==> src/pkg/spp_pkg.sv <==
// Shared constants, types and helpers for the serial port with pin control.
package spp_pkg;
   // Register indices; the byte address of each is four times its index.
   localparam logic [7:0] IDX_CR1 = 8'hd0;
   localparam logic [7:0] IDX_CR2 = 8'hd1;
   localparam logic [7:0] IDX_BR  = 8'hd2;
   localparam logic [7:0] IDX_SR  = 8'hd3;
   localparam logic [7:0] IDX_DR  = 8'hd5;
   localparam logic [7:0] IDX_PD  = 8'hd6;
   localparam logic [7:0] IDX_DDR = 8'hd7;
   // Control register one fields.
   localparam int CR1_IRQ_EN = 7;
   localparam int CR1_SYS_EN = 6;
   localparam int CR1_WOM    = 5;
   localparam int CR1_MASTER_SELECT   = 4;
   localparam int CR1_CLOCK_POLARITY   = 3;
   localparam int CR1_CLOCK_PHASE   = 2;
   localparam int CR1_SELECT_OUTPUT_ENABLE   = 1;
   localparam int CR1_LSB_FIRST_SELECT   = 0;
   // Control register two fields.
   localparam int CR2_SWAI   = 1;
   localparam int CR2_PINCFG = 0;
   // Status register fields.
   localparam int SR_DONE = 7;
   localparam int SR_WRITE_COLLISION_FLAG = 6;
   localparam int SR_MODE_FAULT_FLAG = 4;
   // Pin positions of the serial function in the port.
   localparam int PIN_MISO = 4;
   localparam int PIN_MOSI = 5;
   localparam int PIN_SCK  = 6;
   localparam int PIN_SS   = 7;
   // Reset values.
   localparam logic [7:0] CR1_RST = 8'h00;
   localparam logic [7:0] CR2_RST = 8'h00;
   localparam logic [2:0] BR_RST  = 3'h0;
   localparam logic [7:0] PD_RST  = 8'h00;
   localparam logic [7:0] DDR_RST = 8'h00;
   // Sixteen clock edges make one byte; this is the index of the last.
   localparam logic [3:0] LAST_EDGE = 4'hf;

   typedef enum logic [0:0] {
      SPP_IDLE = 1'b0,
      SPP_XFER = 1'b1
   } spp_state_t;

   // Shifts one received bit into the byte in the selected order.
   function automatic logic [7:0] spp_shift_in(input logic [7:0] sr,
                                               input logic       b,
                                               input logic       lsb_first_select);
      spp_shift_in = lsb_first_select ? {b, sr[7:1]} : {sr[6:0], b};
   endfunction : spp_shift_in

   // Picks the bit that goes out next.
   function automatic logic spp_out_bit(input logic [7:0] sr,
                                        input logic       lsb_first_select);
      spp_out_bit = lsb_first_select ? sr[0] : sr[7];
   endfunction : spp_out_bit
endpackage : spp_pkg

==> src/design/spp_sync.sv <==
// Two-stage synchroniser for the port pin inputs.
`timescale 1ns/1ps
module spp_sync #(
   parameter int W = 8
) (
   // Clock and reset.
   input  wire logic         clk,
   input  wire logic         reset,
   // Data.
   input  wire logic [W-1:0] d,
   output logic      [W-1:0] q
);
   logic [W-1:0] meta_q;

   always_ff @(posedge clk or posedge reset) begin
      if (reset) begin
         meta_q <= '0;
         q      <= '0;
      end else begin
         meta_q <= d;
         q      <= meta_q;
      end
   end
endmodule : spp_sync

==> src/design/spp_divider.sv <==
// Half-period tick generator for the master serial clock.
`timescale 1ns/1ps
module spp_divider (
   // Clock and reset.
   input  wire logic       clk,
   input  wire logic       reset,
   // Control.
   input  wire logic       run,
   input  wire logic [2:0] rate,
   // Tick, one cycle wide, every 2**rate cycles.
   output logic            tick
);
   logic [6:0] cnt_q;
   logic [6:0] cnt_d;
   wire  [6:0] limit = 7'((8'h01 << rate) - 8'h01);

   // Held at zero while idle so the divider draws no switching power.
   assign tick  = run && (cnt_q == limit);
   assign cnt_d = (!run || tick) ? 7'h00 : 7'(cnt_q + 7'h01);

   always_ff @(posedge clk or posedge reset) begin
      if (reset) begin
         cnt_q <= 7'h00;
      end else begin
         cnt_q <= cnt_d;
      end
   end
endmodule : spp_divider

==> src/design/spp_top.sv <==
// Serial peripheral port with shared pin control and Avalon-MM registers.
//
// Notes on behaviour
// - Select output low during transfer, high idle.
// - Pin seven role from direction and select enable.
// - Bidirectional mode uses one data pin.
// - Interrupt on done or fault when enabled.
// - Disable resets logic; enable claims pins 4-7 except the idle data pin in bidirectional mode and pin 7 as master GPIO.
// - Enable reads zero while fault flag set.
// - Wired-OR mode makes pins 4-7 open-drain.
// - Master clock idles at polarity level.
// - Bit order selectable; register keeps MSB bit7.
// - Wait mode may halt serial clock.
// - Pin config bit and master pick layout.
// - Data and clock outputs need direction bits.
// - Rate field divides clock by 2..256.
// - Done flag after eighth clock; sequence clears.
// - Busy write blocked, sets collision flag.
// - Master select input low sets fault flag.
// - Reads double-buffered, writes load shifter.
// - Eight shifts exchange master and slave bytes.
// - Port reads pin or driver; writes latch.
// - Direction resets to zero, bit selects output.
// - Serial inputs forced; outputs need direction bit.
// - Mode fault clears direction bits 5-7.
`timescale 1ns/1ps
module spp_top
   import spp_pkg::*;
(
   // Clock and reset.
   input  wire logic        clk,
   input  wire logic        reset,
   // Avalon-MM slave.
   input  wire logic [9:0]  address,
   input  wire logic        read,
   input  wire logic        write,
   input  wire logic [31:0] writedata,
   input  wire logic [3:0]  byteenable,
   output logic      [31:0] readdata,
   output logic             waitrequest,
   // Port pins.
   input  wire logic [7:0]  pin_in,
   output logic      [7:0]  pin_out,
   output logic      [7:0]  pin_oe,
   // System.
   input  wire logic        cpu_wait,
   output logic             serial_irq
);
   // Registers.
   logic [7:0]  cr1_q;
   logic [7:0]  cr2_q;
   logic [2:0]  br_q;
   logic [7:0]  pd_q;
   logic [7:0]  ddr_q;
   logic        transfer_done_flag_q;
   logic        write_collision_flag_q;
   logic        mode_fault_flag_q;
   logic        arm_transfer_done_flag_q;
   logic        arm_write_collision_flag_q;
   logic        arm_mode_fault_flag_q;
   spp_state_t  state_q;
   logic [3:0]  edge_q;
   logic        sck_ph_q;
   logic        sck_prev_q;
   logic        rx_q;
   logic [7:0]  shreg_q;
   logic [7:0]  rxbuf_q;
   logic        ack_q;
   logic [31:0] readdata_q;

   // Bus decode.
   wire [7:0] idx    = address[9:2];
   wire       req    = read | write;
   wire       acc    = req & ack_q;
   wire       wr_b0  = acc & write & byteenable[0];
   wire [7:0] wdata  = writedata[7:0];
   wire       cr1_wr = wr_b0 & (idx == IDX_CR1);
   wire       cr2_wr = wr_b0 & (idx == IDX_CR2);
   wire       br_wr  = wr_b0 & (idx == IDX_BR);
   wire       pd_wr  = wr_b0 & (idx == IDX_PD);
   wire       ddr_wr = wr_b0 & (idx == IDX_DDR);
   wire       dr_wr  = wr_b0 & (idx == IDX_DR);
   wire       dr_acc = acc & (idx == IDX_DR);
   wire       sr_rd  = acc & read & (idx == IDX_SR);

   // Control fields.
   wire en     = cr1_q[CR1_SYS_EN] & ~mode_fault_flag_q;
   wire master = cr1_q[CR1_MASTER_SELECT];
   wire clock_polarity   = cr1_q[CR1_CLOCK_POLARITY];
   wire clock_phase   = cr1_q[CR1_CLOCK_PHASE];
   wire lsb_first_select   = cr1_q[CR1_LSB_FIRST_SELECT];
   wire wom    = cr1_q[CR1_WOM];
   wire select_output_enable   = cr1_q[CR1_SELECT_OUTPUT_ENABLE];
   wire bidir  = cr2_q[CR2_PINCFG];

   // Pin inputs cross into the clock domain first.
   logic [7:0] ps;
   spp_sync #(.W(8)) u_sync (
      .clk   (clk),
      .reset (reset),
      .d     (pin_in),
      .q     (ps)
   );

   wire ss_in  = ps[PIN_SS];
   wire sck_in = ps[PIN_SCK];
   // In bidirectional mode the one data pin carries both directions.
   wire din = master ? (bidir ? ps[PIN_MOSI] : ps[PIN_MISO])
                     : (bidir ? ps[PIN_MISO] : ps[PIN_MOSI]);

   // Edge engine shared by master and slave.
   wire slave_sel  = en & ~master & ~ss_in;
   wire slave_edge = slave_sel & (sck_in ^ sck_prev_q);
   wire hold       = cr2_q[CR2_SWAI] & cpu_wait;
   wire run        = en & master & (state_q == SPP_XFER) & ~hold;
   logic tick;

   spp_divider u_div (
      .clk   (clk),
      .reset (reset),
      .run   (run),
      .rate  (br_q),
      .tick  (tick)
   );

   wire edge_ev   = master ? tick : slave_edge;
   wire leading   = ~edge_q[0];
   // With phase set the first leading edge only launches the first bit.
   wire sample_ev = edge_ev & (leading ^ clock_phase);
   wire shift_ev  = edge_ev & ~(leading ^ clock_phase) & (edge_q != 4'h0);
   wire last_ev   = edge_ev & (edge_q == LAST_EDGE);
   wire [7:0] fin = spp_shift_in(shreg_q, clock_phase ? din : rx_q, lsb_first_select);
   wire dout      = spp_out_bit(shreg_q, lsb_first_select);
   wire busy      = (state_q == SPP_XFER) | (slave_sel & (edge_q != 4'h0));
   wire wr_ok     = dr_wr & ~busy;
   wire start     = wr_ok & en & master;

   // Flags; a set in the same cycle as its clear wins.
   wire mode_fault_flag_set = cr1_q[CR1_SYS_EN] & master & ~ddr_q[PIN_SS] & ~ss_in;
   wire transfer_done_flag_d   = last_ev | (transfer_done_flag_q & ~(dr_acc & arm_transfer_done_flag_q));
   wire write_collision_flag_d   = (dr_wr & busy) | (write_collision_flag_q & ~(dr_acc & arm_write_collision_flag_q));
   wire mode_fault_flag_d   = mode_fault_flag_set | (mode_fault_flag_q & ~(cr1_wr & arm_mode_fault_flag_q));

   // Pin ownership and drive.
   logic [7:0] own;
   logic [7:0] sdrv;
   logic [7:0] sval;
   assign own[3:0]  = 4'h0;
   assign sdrv[3:0] = 4'h0;
   assign sval[3:0] = 4'h0;
   assign own[PIN_MISO]  = en & ~(master & bidir);
   assign sdrv[PIN_MISO] = ~master & ddr_q[PIN_MISO] & ~ss_in;
   assign sval[PIN_MISO] = dout;
   assign own[PIN_MOSI]  = en & (master | ~bidir);
   assign sdrv[PIN_MOSI] = master & ddr_q[PIN_MOSI];
   assign sval[PIN_MOSI] = dout;
   assign own[PIN_SCK]   = en;
   assign sdrv[PIN_SCK]  = master & ddr_q[PIN_SCK];
   assign sval[PIN_SCK]  = clock_polarity ^ sck_ph_q;
   assign own[PIN_SS]    = en & ~(master & ddr_q[PIN_SS] & ~select_output_enable);
   assign sdrv[PIN_SS]   = master & ddr_q[PIN_SS] & select_output_enable;
   assign sval[PIN_SS]   = (state_q != SPP_XFER);

   wire [7:0] drv = (own & sdrv) | (~own & ddr_q);
   wire [7:0] val = (own & sval) | (~own & pd_q);
   // Open drain only ever pulls low, so a one releases the pin.
   wire [7:0] od  = {{4{wom}} & val[7:4], 4'h0};
   wire [7:0] oe_d = drv & ~od;
   wire [7:0] pd_rd = (drv & val) | (~drv & ps);
   wire [7:0] cr1_rd = {cr1_q[7], cr1_q[6] & ~mode_fault_flag_q, cr1_q[5:0]};
   wire [7:0] sr_rd_v = {transfer_done_flag_q, write_collision_flag_q, 1'b0, mode_fault_flag_q, 4'h0};

   wire [7:0] rd_mux =
      (idx == IDX_CR1) ? cr1_rd :
      (idx == IDX_CR2) ? cr2_q :
      (idx == IDX_BR)  ? {5'h00, br_q} :
      (idx == IDX_SR)  ? sr_rd_v :
      (idx == IDX_DR)  ? rxbuf_q :
      (idx == IDX_PD)  ? pd_rd :
      (idx == IDX_DDR) ? ddr_q : 8'h00;

   // Every access waits exactly one cycle so read data can be registered.
   assign waitrequest = req & ~ack_q;
   assign readdata    = readdata_q;
   assign serial_irq  = cr1_q[CR1_IRQ_EN] & (transfer_done_flag_q | mode_fault_flag_q);

   always_ff @(posedge clk or posedge reset) begin
      if (reset) begin
         ack_q      <= 1'b0;
         readdata_q <= 32'h0000_0000;
      end else begin
         ack_q <= req & ~ack_q;
         if (req & ~ack_q) begin
            readdata_q <= {24'h00_0000, rd_mux};
         end
      end
   end

   always_ff @(posedge clk or posedge reset) begin
      if (reset) begin
         cr1_q <= CR1_RST;
         cr2_q <= CR2_RST;
         br_q  <= BR_RST;
         pd_q  <= PD_RST;
      end else begin
         if (cr1_wr) cr1_q <= wdata;
         if (cr2_wr) cr2_q <= wdata;
         if (br_wr)  br_q  <= wdata[2:0];
         if (pd_wr)  pd_q  <= wdata;
      end
   end

   always_ff @(posedge clk or posedge reset) begin
      if (reset) begin
         ddr_q <= DDR_RST;
      end else if (mode_fault_flag_set) begin
         ddr_q <= {3'h0, (ddr_wr ? wdata[4:0] : ddr_q[4:0])};
      end else if (ddr_wr) begin
         ddr_q <= wdata;
      end
   end

   always_ff @(posedge clk or posedge reset) begin
      if (reset) begin
         transfer_done_flag_q     <= 1'b0;
         write_collision_flag_q     <= 1'b0;
         mode_fault_flag_q     <= 1'b0;
         arm_transfer_done_flag_q <= 1'b0;
         arm_write_collision_flag_q <= 1'b0;
         arm_mode_fault_flag_q <= 1'b0;
      end else begin
         transfer_done_flag_q <= transfer_done_flag_d;
         write_collision_flag_q <= write_collision_flag_d;
         mode_fault_flag_q <= mode_fault_flag_d;
         if (sr_rd) begin
            arm_transfer_done_flag_q <= readdata_q[SR_DONE];
            arm_write_collision_flag_q <= readdata_q[SR_WRITE_COLLISION_FLAG];
            arm_mode_fault_flag_q <= readdata_q[SR_MODE_FAULT_FLAG];
         end else begin
            if (dr_acc) arm_transfer_done_flag_q <= 1'b0;
            if (dr_acc) arm_write_collision_flag_q <= 1'b0;
            if (cr1_wr) arm_mode_fault_flag_q <= 1'b0;
         end
      end
   end

   // Transfer sequencing; disabling returns everything to idle.
   always_ff @(posedge clk or posedge reset) begin
      if (reset) begin
         state_q    <= SPP_IDLE;
         edge_q     <= 4'h0;
         sck_ph_q   <= 1'b0;
         sck_prev_q <= 1'b0;
      end else begin
         sck_prev_q <= sck_in;
         if (!en || (!master && !slave_sel)) begin
            state_q  <= SPP_IDLE;
            edge_q   <= 4'h0;
            sck_ph_q <= 1'b0;
         end else if (start) begin
            state_q <= SPP_XFER;
            edge_q  <= 4'h0;
         end else if (edge_ev) begin
            edge_q <= 4'(edge_q + 4'h1);
            if (master) sck_ph_q <= ~sck_ph_q;
            if (last_ev) state_q <= SPP_IDLE;
         end
      end
   end

   // The data path keeps its contents through reset.
   always_ff @(posedge clk) begin
      if (wr_ok) begin
         shreg_q <= wdata;
      end else if (last_ev) begin
         shreg_q <= fin;
      end else if (shift_ev) begin
         shreg_q <= spp_shift_in(shreg_q, rx_q, lsb_first_select);
      end
      if (sample_ev) rx_q <= din;
      if (last_ev) rxbuf_q <= fin;
   end

   always_ff @(posedge clk or posedge reset) begin
      if (reset) begin
         pin_out <= 8'h00;
         pin_oe  <= 8'h00;
      end else begin
         pin_out <= val;
         pin_oe  <= oe_d;
      end
   end

   wire ss_out_mode = en & master & ddr_q[PIN_SS] & select_output_enable;
endmodule : spp_top

==> config.mk <==
export PLATFORM = sky130hd
export DESIGN_NAME = spp_top
export DESIGN_NICKNAME = d
export VERILOG_FILES = /design/src/pkg/spp_pkg.sv /design/src/design/spp_sync.sv /design/src/design/spp_divider.sv /design/src/design/spp_top.sv
export SDC_FILE = /design/constraint.sdc
export NUM_CORES = 1
export LEC_CHECK = 0
export ABC_AREA = 1
export BUFFER_PORTS_ARGS = -buffer_cell sky130_fd_sc_hd__buf_2
export CAP_MARGIN = 25
export CORE_UTILIZATION = 25
export CTS_BUF_LIST = sky130_fd_sc_hd__clkbuf_16
export DETAILED_ROUTE_END_ITERATION = 7
export SETUP_SLACK_MARGIN = 0.02
export SLEW_MARGIN = 0
export SYNTH_ARGS = -nofsm -noshare
export SYNTH_HDL_FRONTEND = slang
export SYNTH_HIERARCHICAL = 1
export SYNTH_SLANG_ARGS = --single-unit
==> constraint.sdc <==
create_clock -name clk -period 2.5 [get_ports clk]
set_input_delay 0.125 -clock clk [delete_from_list [all_inputs] [get_ports clk]]
set_output_delay 0.125 -clock clk [all_outputs]
set_load 0.1 [all_outputs]
==> impl_results.md <==
- CTS buffer count: 17
- Comb power frac: 9.0%
- Global-route wire length before repair: 23200 um
- Drt wl/cell: 14.1 um
- Post-route cell area: 0.00691 mm2
- GRT Total Usage: 13.1%
- Die width: 152 um
- Drt via density: 4.32
- Max_cap viols: 0
- WHS: 39.6 ps
- Peak Freq: 0.447 GHz
- Measured slew at the worst slew-check pin: 730 ps
- Slew HR: 51.3%
- Sequential group share of total power: 40.6%
- Slowest CP cell: dfrtp_1
- Int Pwr: 3530 uW
- RR Startpoint: br_q[2]
- Failing checks: design-rule violations
- # fillers: 2300
- Final Wtd Congestion: 0.869
- Setup Skew: 14.6 ps
- Switching power: 1200 uW
- Root Driver: clkbuf_16
- Share of layout cells above drive strength 1: 23.3%
- Final worst-path cycle share: 89.6%
- Crit path largest cell delay: 540 ps
- Worst skew pair latency: 420 ps
- Vias in the first global route: 4317
- FF-to-FF path depth: 10
- Worst hold stages: 3
- Grt total ovfl: 0
- Crit end category: register
- Worst-path clk slew: 50 ps
- Core Util, Final: 31.5%
- Clock sinks: 113
- Critical-path cell list: nand2_1, nand2_1, nand3_1, nor2_1, nand3_2, nor2_1, nand2_1, nand2_4, nand4_4, clkinvlp_4
- Top Ports: 109
- Register area share after synthesis: 51.6%
- Iter 0 DRT Violations: 332
- Gate Count Post-Synth: 645
- DP Wirelength: 10500 um
- DRC viols: 9
- Final Hold Vio Count: 0
- Ant. Diodes: 0
- Die area: 0.0232 mm2
- Rows: 54
- Worst Path Arrival: 2340 ps
- FF-to-FF End: rxbuf_q[4]
- Largest area contributor in the netlist: dfrtp_1
- Post-synthesis async set-or-reset flop share: 85.0%
- Most used cell, CP: nand2_1
- Endpoints failing setup: 0
- Largest cells by area after synthesis: dfrtp_1 43%, nand2_1 14%, edfxtp_1 9.1%
- Top cell type's share of synthesized area: 42.6%
- Critical path peak fanout: 10
- Worst Hold Path EP: ddr_q[7]
- Yosys Warn Count: 6
- DRT antenna net count: 0
- Outcome: finished, violations left
- I/O Buffers: 55
- Multi-input logic area: 0.00227 mm2
- Worst path required time: 2600 ps
- CP startpoint kind: register
- Cell Area, Placed: 0.00618 mm2
- Critical path class: register to register
- Flop2flop setup slack: 260 ps
- Clock power frac: 50.4%
- Final worst path period need: 2240 ps
- Die Y: 152 um
- Register area: 0.00291 mm2
- Core area: 0.0220 mm2
- Pwr Density: 684 mW/mm2
- Final wirelength: 14400 um
- Top_reg_cell synth: dfrtp_1
- Final total power: 4730 uW
- Setup TNS: 0 ps
- Synthesized area per cell: 8.74 um2
- Cell variety after synth: 42
- Initial Util: 25.7%
- Static Leak: 0.00352 uW
- Critical hold path startpoint: writedata[7]
- RSZ-0062 raised after global routing: false
- CTS H-tree lvls: 4
- Nets@finish: 793
- CTS max path bufs: 2
- Initial antenna violation count: 0
- Largest net degree at the start of global routing: 43
- Fin. max-slew vios: 0
- CTS tree: built
- EDFF count, synth: 17
- Synth Register Bits: 113
- Netlist Area Pre-Place: 0.00564 mm2
- Worst hold path type: primary input to register
- IR Drop Worst-Case VDD: 0.000378 V
- Via count: 4423
- Sw Share: 25.4%
- Area Overhead vs Synth: 22.5%
- DR pass1 iterations: 7
[final cells by class]
class / instances / area share (%)
repair buffers: 78 / 7.14
multi-input cells: 445 / 32.9
flip-flops and latches: 113 / 42.2
inverters: 76 / 4.20
clock buffers: 19 / 6.88
clock inverters: 13 / 1.65
well taps: 280 / 5.07
[worst max-delay path by stage]
stage                                 start          to  cells past startpoint
after floorplan           mode_fault_flag_q  shreg_q[0]                     11
final                               br_q[2]  rxbuf_q[4]                     10
after global routing                br_q[2]  shreg_q[0]                     13
after CTS                           br_q[2]  shreg_q[2]                     10
after detailed placement            br_q[2]  shreg_q[0]                     10
after global placement              br_q[2]  shreg_q[0]                     11
[synth_stat cells (4+ instances only)]
cell type / n
nand2_1: 206
dfrtp_1: 96
inv_1: 62
o21ai_0: 39
nand3_1: 33
nor2_1: 31
buf_4: 25
o21ai_2: 23
edfxtp_1: 17
inv_2: 13
nor2_2: 12
a21oi_1: 9
xor2_1: 7
o21ai_1: 6
buf_6: 5
nand2_2: 5
nand2_4: 5
nand4_1: 5
or2_1: 4
[kinds of logic (layout without fill, tap and decap cells)]
logic type               count (synthesis)  after routing  synth area share (%)
other                                    1             24                0.0665
adder cells (fa/ha/maj)                  3              3                 0.666
buffers and inverters                  110            186                  9.74
flip-flops                             113            113                  51.6
XOR/XNOR                                10             10                  1.55
AO/OA/AOI/OAI                           84             84                  9.38
multiplexers                             1              1                 0.200
AND/OR/NAND/NOR                        323            323                  26.8
[timing repair]
action / 4_1_cts / 5_1_grt
setup endpoints to repair: 0 / 16
hold buffers: 13 / 0
endpoints found under the hold margin: 66 / 0
gates resized for setup: 0 / 2
setup buffers: 0 / 0
[state kept, by name, summed over array words and instances (netlist names), 8 cells and up]
signal	cells
u_sync/q	8
pin_oe	8
u_sync/meta_q	8
ddr_q	8
rxbuf_q	8
cr1_q	8
readdata	8
pin_out	8
pd_q	8
shreg_q	8
cr2_q	8
[cells in the final DEF, fill, tap and decap left out, types with 9 or more instances in the layout]
cell type / instances
clkbuf_16: 19
nand2_1: 206
edfxtp_1: 17
dlygate4sd3_1: 13
o21ai_2: 23
inv_2: 14
buf_4: 9
o21ai_0: 39
buf_2: 55
dfrtp_1: 96
inv_1: 62
conb_1: 24
nor2_1: 30
nand3_1: 32
nor2_2: 13
a21oi_1: 9
[stage by stage]
step / setup WS [ps] / instances
6_report: 261 / 1024
5_1_grt: 47.7 / 1024
4_1_cts: 139 / 1024
3_5_place_dp: 149 / 979
3_3_place_gp: 179 / 979
2_1_floorplan: 386 / 668
[layer usage]
layer  global-route usage (%)  part of all wire [%]  vias to the layer above  wire length (um)
met4                     5.34                   2.0                        0               286
li1                         -                     -                     2177                 -
met3                     3.16                   5.9                       25               849
met1                     17.6                    47                     2070              6710
met5                        0                     0                        -                 0
met2                     20.3                    45                      151              6550
[power groups by stage]
| stage | sequential, uW | clock, uW | combinational (uW) |
|---|---|---|---|
| after CTS | 1920 | 2430 | 430 |
| after global routing | 1920 | 2510 | 456 |
| after detailed placement | 1950 | 0 | 414 |
| after global placement | 1950 | 0 | 411 |
| after floorplan | 2000 | 0 | 308 |
| final | 1920 | 2380 | 427 |
[worst max-delay path: cells and delay by family (launching register included)]
family	cells	cell delay, ps
buf+inv	1	270
simple gates	9	1120
flops	1	540
Power figures use the tool's default switching activity.
